==> src/verilog/prcr_cfg.svh <==
// Purpose: Offsets, field positions, reset values for the run-time control registers
// Assumes: 16-bit register words, SPI-style word access from the message layer
// Notes: Definitions only
`ifndef PRCR_CFG_SVH
`define PRCR_CFG_SVH

// ==========================================================================
// Register offsets
`define PRCR_RUN_CTRL_OFS 6'h06
`define PRCR_TOFF_CTRL_OFS 6'h07

// ==========================================================================
// Reset values
`define PRCR_RUN_CTRL_RST 16'h0001
`define PRCR_TOFF_CTRL_RST 16'h003d

// ==========================================================================
// Field positions
`define PRCR_CLR_SEC_BIT 6
`define PRCR_CLR_PRI_BIT 5
`define PRCR_CAPT_BIT 4
`define PRCR_TON_HI 3
`define PRCR_TON_LO 2
`define PRCR_TOFF_HI 5
`define PRCR_TOFF_LO 2
`define PRCR_LMI_BIT 1
`define PRCR_PAR_BIT 0

// ==========================================================================
// Encodings
`define PRCR_TON_HARD 2'h3
`define PRCR_TON_RST 2'h0
`define PRCR_TOFF_RST 4'hf

`endif

==> src/verilog/prcr_pkg.sv <==
// Purpose: Types shared by the run-time control register bank
// Assumes: Nothing beyond the cfg header
// Notes: Types only
// ==========================================================================
package prcr_pkg;
    typedef logic [15:0] prcr_word_t;
    typedef enum logic [1:0] {
        PRCR_TON_WEAK = 2'h0,
        PRCR_TON_TWO_LEVEL = 2'h1
    } prcr_ton_mode_t;
endpackage : prcr_pkg

==> src/verilog/prcr_parity.sv <==
// Purpose: Odd parity generation and check over a 16-bit word
// Assumes: Parity sits in bit 0 of the word
// Notes: Generated bit is registered; word check is combinational
`timescale 1ns/1ps
`default_nettype none

// ==========================================================================
// Odd parity unit
module prcr_parity
    import prcr_pkg::*;
(
    // Clock and reset
    input wire logic i_ref_clk,
    input wire logic i_reset_n,
    // Word to check
    input wire prcr_word_t i_word,
    // Registered result: the bit 0 value that gives odd parity over word bits 15:1
    output logic o_odd_bit,
    // Combinational: full word already has odd parity
    output logic o_word_ok
);
    logic odd_d;
    logic odd_q;

    // Bit 0 value that makes the total count odd
    assign odd_d = ~(^i_word[15:1]);
    assign o_word_ok = ^i_word;
    assign o_odd_bit = odd_q;

    // Register the generated bit
    always_ff @(posedge i_ref_clk or negedge i_reset_n) begin
        if (!i_reset_n) begin
            odd_q <= 1'b0;
        end else begin
            odd_q <= odd_d;
        end
    end
endmodule : prcr_parity

`default_nettype wire

==> src/verilog/prcr_regs.sv <==
// Purpose: Primary-side run-time control registers (run control and turn-off control)
// Assumes: A message layer presents one decoded 16-bit word per pulse on i_msg_valid
// Notes: Read data is registered; request bits are one-cycle pulses that self-clear
//
// What this block does
// - Secondary clear bit 6 pulses, then self-clears
// - Primary clear bit 5 clears sticky, faults
// - Capture trigger bit 4 pulses, self-clears
// - Turn-on plateau codes 0-2 select levels
// - Code 3 hard switching in two-level mode
// - Turn-off plateau bits 5:2 select level
// - Bit 1 flags last message discarded
// - Bit 0 returns odd parity of word
// - Parity checked on reception when enabled
`timescale 1ns/1ps
`default_nettype none
`include "prcr_cfg.svh"

module prcr_regs
    import prcr_pkg::*;
#(
    parameter int ADDR_W = 6
) (
    // Clock and reset
    input wire logic i_ref_clk,
    input wire logic i_reset_n,
    // Decoded serial message from the message layer
    input wire logic i_msg_valid,
    input wire logic i_msg_write,
    input wire logic [ADDR_W-1:0] i_msg_addr,
    input wire prcr_word_t i_msg_wdata,
    input wire logic i_msg_frame_err,
    // Configuration from other registers
    input wire logic i_odd_check_enable,
    input wire prcr_ton_mode_t i_ton_mode,
    // Read answer
    output logic o_rd_valid,
    output prcr_word_t o_rd_data,
    // Last message state
    output logic o_last_message_invalid,
    // Request pulses
    output logic o_clear_secondary_request,
    output logic o_clear_primary_request,
    output logic o_fault_release,
    output logic o_gate_timing_capture_trigger,
    // Plateau selections
    output logic [1:0] o_turn_on_plateau_level,
    output logic o_turn_on_hard_switching,
    output logic [3:0] o_turn_off_plateau_level
);
    // ======================================================================
    // Elaboration check
    if (ADDR_W < 4) begin : g_bad_addr_w
        $error("prcr_regs: ADDR_W must be at least 4");
    end

    // ======================================================================
    // Declarations
    // Stored fields and flag
    logic [1:0] ton_q;
    logic [1:0] ton_d;
    logic [3:0] toff_q;
    logic [3:0] toff_d;
    logic lmi_q;
    logic lmi_d;
    // Request pulses
    logic clr_sec_q;
    logic clr_sec_d;
    logic clr_pri_q;
    logic clr_pri_d;
    logic capt_q;
    logic capt_d;
    // Plateau and read answer
    logic hard_q;
    logic hard_d;
    logic [1:0] ton_out_q;
    logic rd_valid_q;
    prcr_word_t run_word;
    prcr_word_t toff_word;
    prcr_word_t rd_word_d;
    prcr_word_t rd_word_n;
    prcr_word_t rd_word_q;
    logic rd_odd;
    // Message decode
    logic word_ok;
    logic par_fail;
    logic hit_run;
    logic hit_toff;
    logic mapped;
    logic accept;
    logic wr_run;
    logic wr_toff;
    logic ton_reserved;

    // ======================================================================
    // Offset match, shared by both registers
    function automatic logic reg_hit(input logic [ADDR_W-1:0] addr, input logic [5:0] ofs);
        reg_hit = (addr == ADDR_W'(ofs));
    endfunction : reg_hit

    // ======================================================================
    // Reception check and decode
    // Received word checked as a whole, parity bit included
    prcr_parity u_rx_parity (
        .i_ref_clk (i_ref_clk),
        .i_reset_n (i_reset_n),
        .i_word (i_msg_wdata),
        .o_odd_bit (),
        .o_word_ok (word_ok)
    );

    // Only checked when enabled; disabled check never rejects
    assign par_fail = i_odd_check_enable & ~word_ok;
    assign hit_run = reg_hit(i_msg_addr, `PRCR_RUN_CTRL_OFS);
    assign hit_toff = reg_hit(i_msg_addr, `PRCR_TOFF_CTRL_OFS);
    assign mapped = hit_run | hit_toff;
    // Weak turn-on must not take code 3; such a write is discarded whole
    assign ton_reserved = (i_ton_mode == PRCR_TON_WEAK)
        & (i_msg_wdata[`PRCR_TON_HI:`PRCR_TON_LO] == `PRCR_TON_HARD);
    assign accept = i_msg_valid & ~i_msg_frame_err & ~par_fail & mapped
        & ~(i_msg_write & hit_run & ton_reserved);
    // Write strobes, only for messages that pass every check
    assign wr_run = accept & i_msg_write & hit_run;
    assign wr_toff = accept & i_msg_write & hit_toff;

    // ======================================================================
    // Next values: only writable fields taken, the rest ignored
    assign ton_d = wr_run ? i_msg_wdata[`PRCR_TON_HI:`PRCR_TON_LO] : ton_q;
    assign toff_d = wr_toff ? i_msg_wdata[`PRCR_TOFF_HI:`PRCR_TOFF_LO] : toff_q;
    // Flag updates on every message, so it describes the message being taken
    assign lmi_d = i_msg_valid ? ~accept : lmi_q;

    // ======================================================================
    // Request and plateau decode
    // Request bits are never stored, so they always read back as zero
    assign clr_sec_d = wr_run & i_msg_wdata[`PRCR_CLR_SEC_BIT];
    assign clr_pri_d = wr_run & i_msg_wdata[`PRCR_CLR_PRI_BIT];
    assign capt_d = wr_run & i_msg_wdata[`PRCR_CAPT_BIT];
    // Code 3 means hard switching only in two-level mode
    assign hard_d = (i_ton_mode == PRCR_TON_TWO_LEVEL) && (ton_d == `PRCR_TON_HARD);

    // ======================================================================
    // Read word selection
    // Built from the state being taken; unmapped offsets answer in run format
    assign run_word = {9'h000, 3'h0, ton_d, lmi_d, 1'b0};
    assign toff_word = {10'h000, toff_d, lmi_d, 1'b0};
    assign rd_word_d = hit_toff ? toff_word : run_word;
    // Answer stands until the next message, so idle cycles cannot disturb it
    assign rd_word_n = i_msg_valid ? rd_word_d : rd_word_q;

    // Parity over the word being returned, registered alongside it
    prcr_parity u_tx_parity (
        .i_ref_clk (i_ref_clk),
        .i_reset_n (i_reset_n),
        .i_word (rd_word_n),
        .o_odd_bit (rd_odd),
        .o_word_ok ()
    );

    // ======================================================================
    // Stored fields and flags
    always_ff @(posedge i_ref_clk or negedge i_reset_n) begin
        if (!i_reset_n) begin
            ton_q <= `PRCR_TON_RST;
            toff_q <= `PRCR_TOFF_RST;
            lmi_q <= 1'b0;
        end else begin
            ton_q <= ton_d;
            toff_q <= toff_d;
            lmi_q <= lmi_d;
        end
    end

    // ======================================================================
    // Self-clearing requests: high for one cycle after a write of one
    always_ff @(posedge i_ref_clk or negedge i_reset_n) begin
        if (!i_reset_n) begin
            clr_sec_q <= 1'b0;
            clr_pri_q <= 1'b0;
            capt_q <= 1'b0;
        end else begin
            clr_sec_q <= clr_sec_d;
            clr_pri_q <= clr_pri_d;
            capt_q <= capt_d;
        end
    end

    // ======================================================================
    // Plateau outputs
    always_ff @(posedge i_ref_clk or negedge i_reset_n) begin
        if (!i_reset_n) begin
            hard_q <= 1'b0;
            ton_out_q <= `PRCR_TON_RST;
        end else begin
            hard_q <= hard_d;
            ton_out_q <= ton_d;
        end
    end

    // ======================================================================
    // Read answer, one cycle after every message
    always_ff @(posedge i_ref_clk or negedge i_reset_n) begin
        if (!i_reset_n) begin
            rd_valid_q <= 1'b0;
            rd_word_q <= 16'h0000;
        end else begin
            rd_valid_q <= i_msg_valid;
            rd_word_q <= rd_word_n;
        end
    end

    // ======================================================================
    // Outputs, all from flip-flops
    assign o_clear_secondary_request = clr_sec_q;
    assign o_clear_primary_request = clr_pri_q;
    assign o_fault_release = clr_pri_q;
    assign o_gate_timing_capture_trigger = capt_q;
    assign o_turn_on_plateau_level = ton_out_q;
    assign o_turn_on_hard_switching = hard_q;
    assign o_turn_off_plateau_level = toff_q;
    assign o_last_message_invalid = lmi_q;
    assign o_rd_valid = rd_valid_q;
    assign o_rd_data = {rd_word_q[15:1], rd_odd};
endmodule : prcr_regs

`default_nettype wire

==> config.mk <==
export PLATFORM = sky130hd
export DESIGN_NAME = prcr_regs
export DESIGN_NICKNAME = d
export VERILOG_FILES = /design/src/verilog/prcr_pkg.sv /design/src/verilog/prcr_parity.sv /design/src/verilog/prcr_regs.sv
export VERILOG_INCLUDE_DIRS = /design/src /design/src/verilog
export SDC_FILE = /design/constraint.sdc
export NUM_CORES = 1
export LEC_CHECK = 0
export BUFFER_PORTS_ARGS = -buffer_cell sky130_fd_sc_hd__buf_4
export CAP_MARGIN = 20
export CORE_MARGIN = 5
export CORE_UTILIZATION = 35
export DETAILED_ROUTE_END_ITERATION = 7
export GPL_TIMING_DRIVEN = 0
export SKIP_CTS_REPAIR_TIMING = 1
export SYNTH_ARGS = -nofsm -noshare
export SYNTH_HDL_FRONTEND = slang
export SYNTH_HIERARCHICAL = 1
export SYNTH_SLANG_ARGS = --single-unit
==> constraint.sdc <==
create_clock -name i_ref_clk -period 3.9 [get_ports i_ref_clk]
set_clock_uncertainty 0.2 [all_clocks]
set_input_delay 0.585 -clock i_ref_clk [delete_from_list [all_inputs] [get_ports i_ref_clk]]
set_output_delay 0.585 -clock i_ref_clk [all_outputs]
set_load 0.02 [all_outputs]
# Word level (Yosys, flattened, before mapping)
# Index checks and enable logic that the tools add are counted.
# op_classes
n_eq_ne,5
n_mux,5
bitwise_logic,21
n_reduce_logical,4
# ops
op,n
two-way mux 16 bit,1
XOR reduction 16 bit,1
XOR reduction 15 bit,1
AND 1 bit,14
== test 6 x 3 -> 1 bit (second input constant),2
two-way mux 6 bit,1
NOT 1 bit,6
== test 2 bit (second input constant),2
two-way mux 4 bit,1
== test 2 x 1 -> 1 bit (second input constant),1
zero test 2 bit,1
two-way mux 2 bit,1
logical AND 1 bit,1
two-way mux 1 bit,1
OR 1 bit,1
# totals
regBits,29
in_bits,30
out_inout_bits,29
elab_cells,46

# Depth between registers and ports, before layout
# Gate-level depths: netlist of run 1.
# logic_depth
depth_word,14
depth_mapped,12
ltp_nobuf,12

# Cells and area by module
# Netlist of run 1, hierarchy kept.
# by_module_without_submodules
module,instances,cells_each,area_per_inst_um2,seq_area_each_um2
prcr_regs,1,120,1327.5,705.7
prcr_parity,2,18,187.7,25.0

# Worst setup path after synthesis of run 1
# No wires, ideal clock.
# synth_timing
path_type,in2reg
startpoint,in i_msg_wdata[14]
endpoint,reg u_tx_parity.odd_q (netlist: u_tx_parity/o_odd_bit)
setup_time_ps,134
arrival_ps,2835
slack_ps,731
cell_stages,12
path_buffers,0
path_cell_list,xor2_1 > xnor2_1 > xnor2_1 > xnor2_1 > nand2b_1 > nand3_1 > mux2i_1 > o22ai_1 > xnor2_1 > xnor2_1 > xnor2_1 > xnor3_1
# synth_via
elab_chain_len,14
elab_cells_between_ends,18
cone_classes,mux (5); bitwise (11); reduce/logical (2)
# synth_rtl
item,line_no,rtl
"start, declared",prcr_regs.sv:31,"input wire prcr_word_t i_msg_wdata,"
XOR reduction 16 bit,prcr_parity.sv:27,assign o_word_ok = ^i_word;
via word_ok,prcr_regs.sv:85,logic word_ok;
NOT 1 bit,prcr_regs.sv:113,assign par_fail = i_odd_check_enable & ~word_ok;
AND 1 bit,prcr_regs.sv:113,
NOT 1 bit,prcr_regs.sv:120,assign accept = i_msg_valid & ~i_msg_frame_err & ~par_fail & mapped
AND 1 bit (2 in series),prcr_regs.sv:120,
AND 1 bit,prcr_regs.sv:121,& ~(i_msg_write & hit_run & ton_reserved);
AND 1 bit (2 in series),prcr_regs.sv:124,assign wr_toff = accept & i_msg_write & hit_toff;
two-way mux 4 bit,prcr_regs.sv:129,assign toff_d = wr_toff ? i_msg_wdata[`PRCR_TOFF_HI:`PRCR_TOFF_LO] : toff_q;
two-way mux 6 bit,prcr_regs.sv:147,assign rd_word_d = hit_toff ? toff_word : run_word;
two-way mux 16 bit,prcr_regs.sv:149,assign rd_word_n = i_msg_valid ? rd_word_d : rd_word_q;
via rd_word_n[5],prcr_regs.sv:81,prcr_word_t rd_word_n;
XOR reduction 15 bit,prcr_parity.sv:26,assign odd_d = ~(^i_word[15:1]);
NOT 1 bit,prcr_parity.sv:26,
via u_tx_parity.odd_d,prcr_parity.sv:22,logic odd_d;
"end signal, assigned",prcr_parity.sv:33,odd_q <= 1'b0;
"end signal, assigned",prcr_parity.sv:35,odd_q <= odd_d;
"end, declared",prcr_parity.sv:23,logic odd_q;
# The timed path passes the listed nets, and every way through them passes these cells.
# A chain may end at the register's enable or synchronous reset.

# Final worst setup path of run 1
# layout_timing
startpoint,in i_msg_wdata[3]
endpoint,reg u_tx_parity.odd_q (netlist: u_tx_parity/o_odd_bit)
# Same word-level chain as after synthesis.

==> impl_metrics.toml, run 1 <==
[die]
num_rows = 24
io_pins = 59
dieWidth_um = 77.20
start_util = 0.3629
floorplan.core_area_sq_um = 4354
chipHeight_um = 77.20
floorplan.die_area_sq_um = 5959

[flow_run]
max_cap_viol_count = 0

[global_routing]
grt_pass1_vias = 1281
antenna_found_initial = 0
overflow = 0
global_route_total_usage_across_every_layer = 0.1194
grt_start_max_net_pins = 29
grt_first_pass_wirelength_um = 5906

[layout]
layout-drive-gt1-share = 0.4471
antenna-diode-count = 0
layout.cells.most_common_list = "74 x sky130_fd_sc_hd__buf_4, 24 x sky130_fd_sc_hd__dfrtp_1, 22 x sky130_fd_sc_hd__xnor2_1"
nNetsFinal = 239
layout-area-overhead-vs-synth_pct = 34.68
non_filler_instances = 260
layout_commonest_cell = "sky130_fd_sc_hd__buf_4"
post-route-cell-area_sq_um = 2128

[routing]
firstDrtPassIters = 4
dr_total_vias = 1161
routedWlPerCell_um = 12.86
ant_nets = 0
route.final.wire_length_um = 3343
drt_initial_violations = 43
avgViaCountPerCell = 4.465
drc_errors = 0

[worst_setup_path]
timing.critical_path.cells = "buf_4 -> xor2_1 -> xnor2_1 -> xnor2_1 -> xnor2_1 -> nand2b_1 -> nand3_1 -> mux2i_1 -> o22ai_1 -> xnor2_1 -> xnor2_1 -> xnor2_1 -> xnor3_1"
path_class = "input pin to flop"
startpoint_of_the_worst_setup_timing_path = "i_msg_wdata[3]"
critPathBufInv = 1
cp-end-kind = "flop"
critical-path-top-cell-by-count = "sky130_fd_sc_hd__xnor2_1"
timing.critical_path.arrival_ns = 3.05
slowest_stage = "sky130_fd_sc_hd__xnor3_1"
r2r_slack_ns = 1.87
path_delay_family = "XOR/XNOR gates"
crit_path_max_incr_delay_ns = 0.41
ff2ff_path_depth = 6
r2r_end = "u_tx_parity/o_odd_bit"
critPathRequiredTime_ns = 3.85
critical_path_depth = 13
worstSetupEndpoint = "u_tx_parity/o_odd_bit"
r2r_start = "o_turn_off_plateau_level[3]"
crit_path_max_fanout = 7
setup.worst_path.start_class = "input pin"

[cts]
cts.reportedPaths.clkPinSlew_ns = 0.09
tritoncts = "yes"
cts-root-buf = "sky130_fd_sc_hd__clkbuf_8"
worst_skew_pair.late_latency_ns = 0.26
cts-htree-levels = 1
cts-buffers-inserted = 3
clock_sink_count = 28
clockBufferDepth = 2

[synthesis]
post_synth_inst_count = 147
synthesis.yosys.warnings = 6
area_of_the_mapped_netlist_sq_um = 1580
syn-num-nets = 177
synth.avg_cell_area_sq_um = 10.75

[hold_path]
worstHoldPathType = "input pin to asynchronous set/reset pin"

[sta]
grt_setup_unrepaired = "no"
totalNegativeSetupSlack_ns = 0
maxClockFrequency_mhz = 322.7
hold_violations = 0
min_period_over_period = 0.7945
period_minus_slack_ns = 3.099
worst-slew-pin-transition_ns = 0.4186
report.final.slew_viol_count = 0
slew_headroom = 0.7210
setup_failing_eps_final = 0

[placed_design]
io_buffer_count = 57
gp_congestion = 0.8156
dp.cells = 256
dpl_cell_area_sq_um = 2073
detailedPlacementHpwl_um = 2779

[pwr]
p_leak_nw = 1.031
vdd_ir_drop_max_uv = 138.3
p_per_area_nw_per_um2 = 286.6

[status]
run_status = "complete, no violations"
[sequential cells by signal, summed over array words and instances (netlist names)]
name	cells
o_last_message_invalid	1
o_gate_timing_capture_trigger	1
u_tx_parity/o_odd_bit	1
o_turn_on_hard_switching	1
ton_q	2
rd_word_q	15
o_clear_primary_request	1
o_turn_off_plateau_level	4
o_clear_secondary_request	1
o_rd_valid	1
[cell type report]
cell class / instances / area (sq um)
Clock buffer: 4 / 55.05
Buffer: 20 / 138.9
Multi-Input combinational cell: 94 / 716.9
Inverter: 5 / 18.77
Fill cell: 404 / 2226
Sequential cell: 28 / 705.7
Tap cell: 52 / 65.06
Timing Repair Buffer: 57 / 427.9
[routing by layer]
layer  global-route usage  wire length [um]  up-vias
li1                     -                 -      592
met1               0.1476              1453      528
met2               0.2012              1593       39
met3              0.03630               273        2
met4              0.03093                23        0
met5                    0                 0        -
[where the power goes]
group | switching, mW | internal (mW) | total, mW
sequential | 0.00454 | 0.299 | 0.303
combinational | 0.0635 | 0.0680 | 0.131
clock | 0.0853 | 0.0901 | 0.175
[stage by stage]
step                      utilization  setup slack (ns)  hold WS [ns]  power, mW
after detailed placement       0.4761            0.4918        0.3169     0.4423
after floorplan                     -            0.8973       0.08941     0.3865
after global routing           0.4888            0.5647       0.03599     0.6454
final                          0.4888            0.8015       0.02035     0.6101
after CTS                      0.4888            0.7760       0.02884     0.6191
after global placement         0.4761            0.5421        0.2820     0.4394
[worst min path at each step]
stage / slack, ns / endpoint / cells after the start
6_report: 0.02 / rd_word_q[12] / 1
3_3_place_gp: 0.28 / o_last_message_invalid / 2
5_1_grt: 0.04 / rd_word_q[12] / 1
3_5_place_dp: 0.32 / o_last_message_invalid / 2
4_1_cts: 0.03 / rd_word_q[12] / 1
2_1_floorplan: 0.09 / o_clear_primary_request / 0
[worst register-to-register path, stage by stage (launching register included)]
cell                      delay [ns]
sky130_fd_sc_hd__dfstp_2        0.55
sky130_fd_sc_hd__mux2i_1        0.07
sky130_fd_sc_hd__o22ai_1        0.20
sky130_fd_sc_hd__xnor2_1        0.17
sky130_fd_sc_hd__xnor2_1        0.16
sky130_fd_sc_hd__xnor2_1        0.15
sky130_fd_sc_hd__xnor3_1        0.41
(Power assumes the default switching activity.)
==> run 2, diff against run 1 <==
--- a/config.mk
+++ b/config.mk
@@ -6,6 +6,7 @@
 export SDC_FILE = /design/constraint.sdc
 export NUM_CORES = 1
 export LEC_CHECK = 0
+export ABC_AREA = 1
 export BUFFER_PORTS_ARGS = -buffer_cell sky130_fd_sc_hd__buf_4
 export CAP_MARGIN = 20
 export CORE_MARGIN = 5
==> constraint.sdc (replaced) <==
create_clock -name i_ref_clk -period 2.66 [get_ports i_ref_clk]
set_clock_uncertainty 0.2 [all_clocks]
set_input_delay 0.399 -clock i_ref_clk [delete_from_list [all_inputs] [get_ports i_ref_clk]]
set_output_delay 0.399 -clock i_ref_clk [all_outputs]
set_load 0.02 [all_outputs]
==> run 2 against run 1 <==
Critical path type unchanged. Largest power group unchanged. Power up 68%. Sequential cell count unchanged. Largest cell class unchanged. Worst setup slack worse by 0.79 ns.
==> impl_metrics.toml, run 2 <==
[global_routing]
antenna_found_initial = 0
grt_pass1_vias = 1875
overflow = 0
global_route_total_usage_across_every_layer = 0.1196
grt_start_max_net_pins = 29
grt_first_pass_wirelength_um = 7583

[sta]
totalNegativeSetupSlack_ns = 0
report.final.slew_viol_count = 0
slew_headroom = 0.6108
period_minus_slack_ns = 2.647
hold_violations = 0
grt_setup_unrepaired = "yes"
min_period_over_period = 0.9952
maxClockFrequency_mhz = 377.8
worst-slew-pin-transition_ns = 0.5794
setup_failing_eps_final = 0

[routing]
drc_errors = 0
ant_nets = 0
route.final.wire_length_um = 4957
avgViaCountPerCell = 4.329
firstDrtPassIters = 4
drt_initial_violations = 72
dr_total_vias = 2108
routedWlPerCell_um = 10.18

[die]
floorplan.die_area_sq_um = 7534
start_util = 0.3550
floorplan.core_area_sq_um = 5816
chipHeight_um = 86.80
dieWidth_um = 86.80
num_rows = 28
io_pins = 59

[worst_setup_path]
cp-end-kind = "flop"
setup.worst_path.start_class = "input pin"
path_class = "input pin to flop"
crit_path_max_fanout = 6
critPathRequiredTime_ns = 2.68
timing.critical_path.arrival_ns = 2.67

[pwr]
power.clock.fraction = 0.329
vdd_ir_drop_max_uv = 288.3
p_sw_frac = 0.2726
internal_power_mw = 0.7449
p_sw_mw = 0.2791
combinational_share_of_power = 0.242
power_frac_seq = 0.429
p_per_area_nw_per_um2 = 346.5
p_leak_nw = 1.672

[cts]
cts-htree-levels = 1
cts.reportedPaths.clkPinSlew_ns = 0.10
clockBufferDepth = 2
cts-buffers-inserted = 3
tritoncts = "yes"
cts-root-buf = "sky130_fd_sc_hd__clkbuf_8"
worst_skew_pair.late_latency_ns = 0.27
clock_sink_count = 28

[synthesis]
syn-num-nets = 372
synth.avg_cell_area_sq_um = 6.036
post_synth_inst_count = 342
synthesis.yosys.warnings = 6
area_of_the_mapped_netlist_sq_um = 2064

[placed_design]
detailedPlacementHpwl_um = 3657
io_buffer_count = 58
gp_congestion = 0.7777
dp.cells = 475

[layout]
registers.top_by_ff_count = "rd_word_q"
filler_cell_count = 625
multi_input_comb_area_sq_um = 1172
largest_register_ffs = 15
non_filler_instances = 487
antenna-diode-count = 0
layout.cells.most_common_list = "140 x sky130_fd_sc_hd__nand2_1, 73 x sky130_fd_sc_hd__buf_4, 45 x sky130_fd_sc_hd__inv_1"
layout_commonest_cell = "sky130_fd_sc_hd__nand2_1"
nNetsFinal = 443
layout-drive-gt1-share = 0.3956
layout-area-overhead-vs-synth_pct = 43.15
final-seq-area_sq_um = 705.7

[hold_path]
worstHoldPathType = "input pin to flop"

[status]
run_status = "complete, no violations"

[flow_run]
max_cap_viol_count = 0
## run 2: per-stage QoR
step | utilization | hold WS [ns] | power, mW | cell area [sq um] | worst slack, ns
2_1_floorplan | - | -0.09659 | 0.5620 | 2064 | 0.1721
3_3_place_gp | 0.4460 | 0.1363 | 0.6442 | 2594 | -0.2570
3_5_place_dp | 0.4460 | 0.1383 | 0.6482 | 2594 | -0.3113
4_1_cts | 0.4583 | -0.1684 | 0.9862 | 2665 | -0.04042
5_1_grt | 0.5082 | 0.06935 | 1.083 | 2955 | -0.2449
6_report | 0.5082 | 0.08459 | 1.024 | 2955 | 0.01278
## run 2: final cells by class
class	count	area share
Inverter	64	0.08298
Buffer	18	0.04445
Multi-Input combinational cell	232	0.3967
Clock buffer	3	0.01397
Sequential cell	28	0.2388
Timing Repair Buffer	66	0.1812
Tap cell	75	0.03175
Clock inverter	1	0.01016
## run 2: final timing paths
kind	depth (start not counted)	start	slack, ns	endpoint
setup / recovery	28	i_msg_wdata[1]	0.01	u_tx_parity/o_odd_bit
hold / removal	1	i_msg_valid	0.08	o_rd_valid
max in group asynchronous	2	i_reset_n	1.57	o_turn_off_plateau_level[0]
setup reg to reg	13	o_turn_off_plateau_level[0]	0.92	u_tx_parity/o_odd_bit
min in group asynchronous	2	i_reset_n	0.38	rd_word_q[13]
hold reg to reg	2	o_last_message_invalid	0.32	o_last_message_invalid
## run 2: power groups by stage
stage	clock, mW	sequential, mW	combinational [mW]
2_1_floorplan	0	0.449	0.113
3_3_place_gp	0	0.447	0.197
3_5_place_dp	0	0.447	0.201
4_1_cts	0.345	0.439	0.202
5_1_grt	0.365	0.440	0.278
6_report	0.337	0.439	0.248
## run 2: metal layers
layer	part of all wire	vias up	track usage	wire (um)
met1	0.45	936	0.1593	2238
met2	0.50	38	0.2119	2498
met5	0	-	0	0
li1	-	1130	-	-
met3	0.037	4	0.01046	185
met4	0.0071	0	0.02125	35
## run 2: critical path, cell delays in order
cell	delay, ns
sky130_fd_sc_hd__buf_6	0.09
sky130_fd_sc_hd__nand2_4	0.05
sky130_fd_sc_hd__buf_4	0.13
sky130_fd_sc_hd__nand2_2	0.07
sky130_fd_sc_hd__nand2_1	0.06
sky130_fd_sc_hd__nand2_2	0.07
sky130_fd_sc_hd__nand2_1	0.05
sky130_fd_sc_hd__nand2_1	0.07
sky130_fd_sc_hd__nand2_1	0.06
sky130_fd_sc_hd__nand2_1	0.05
sky130_fd_sc_hd__inv_1	0.04
sky130_fd_sc_hd__nand2_1	0.07
sky130_fd_sc_hd__nand3_2	0.08
sky130_fd_sc_hd__nor2_4	0.17
sky130_fd_sc_hd__nand2_4	0.07
sky130_fd_sc_hd__nor2_4	0.20
sky130_fd_sc_hd__nand3_2	0.13
sky130_fd_sc_hd__nand3_2	0.10
sky130_fd_sc_hd__nand3_4	0.11
sky130_fd_sc_hd__nand2_4	0.09
sky130_fd_sc_hd__inv_2	0.04
sky130_fd_sc_hd__nor2_4	0.10
sky130_fd_sc_hd__nand2_2	0.06
sky130_fd_sc_hd__nand2_2	0.08
sky130_fd_sc_hd__nand2_1	0.05
sky130_fd_sc_hd__nand2_1	0.07
sky130_fd_sc_hd__nand2_1	0.05
sky130_fd_sc_hd__nand2_1	0.05
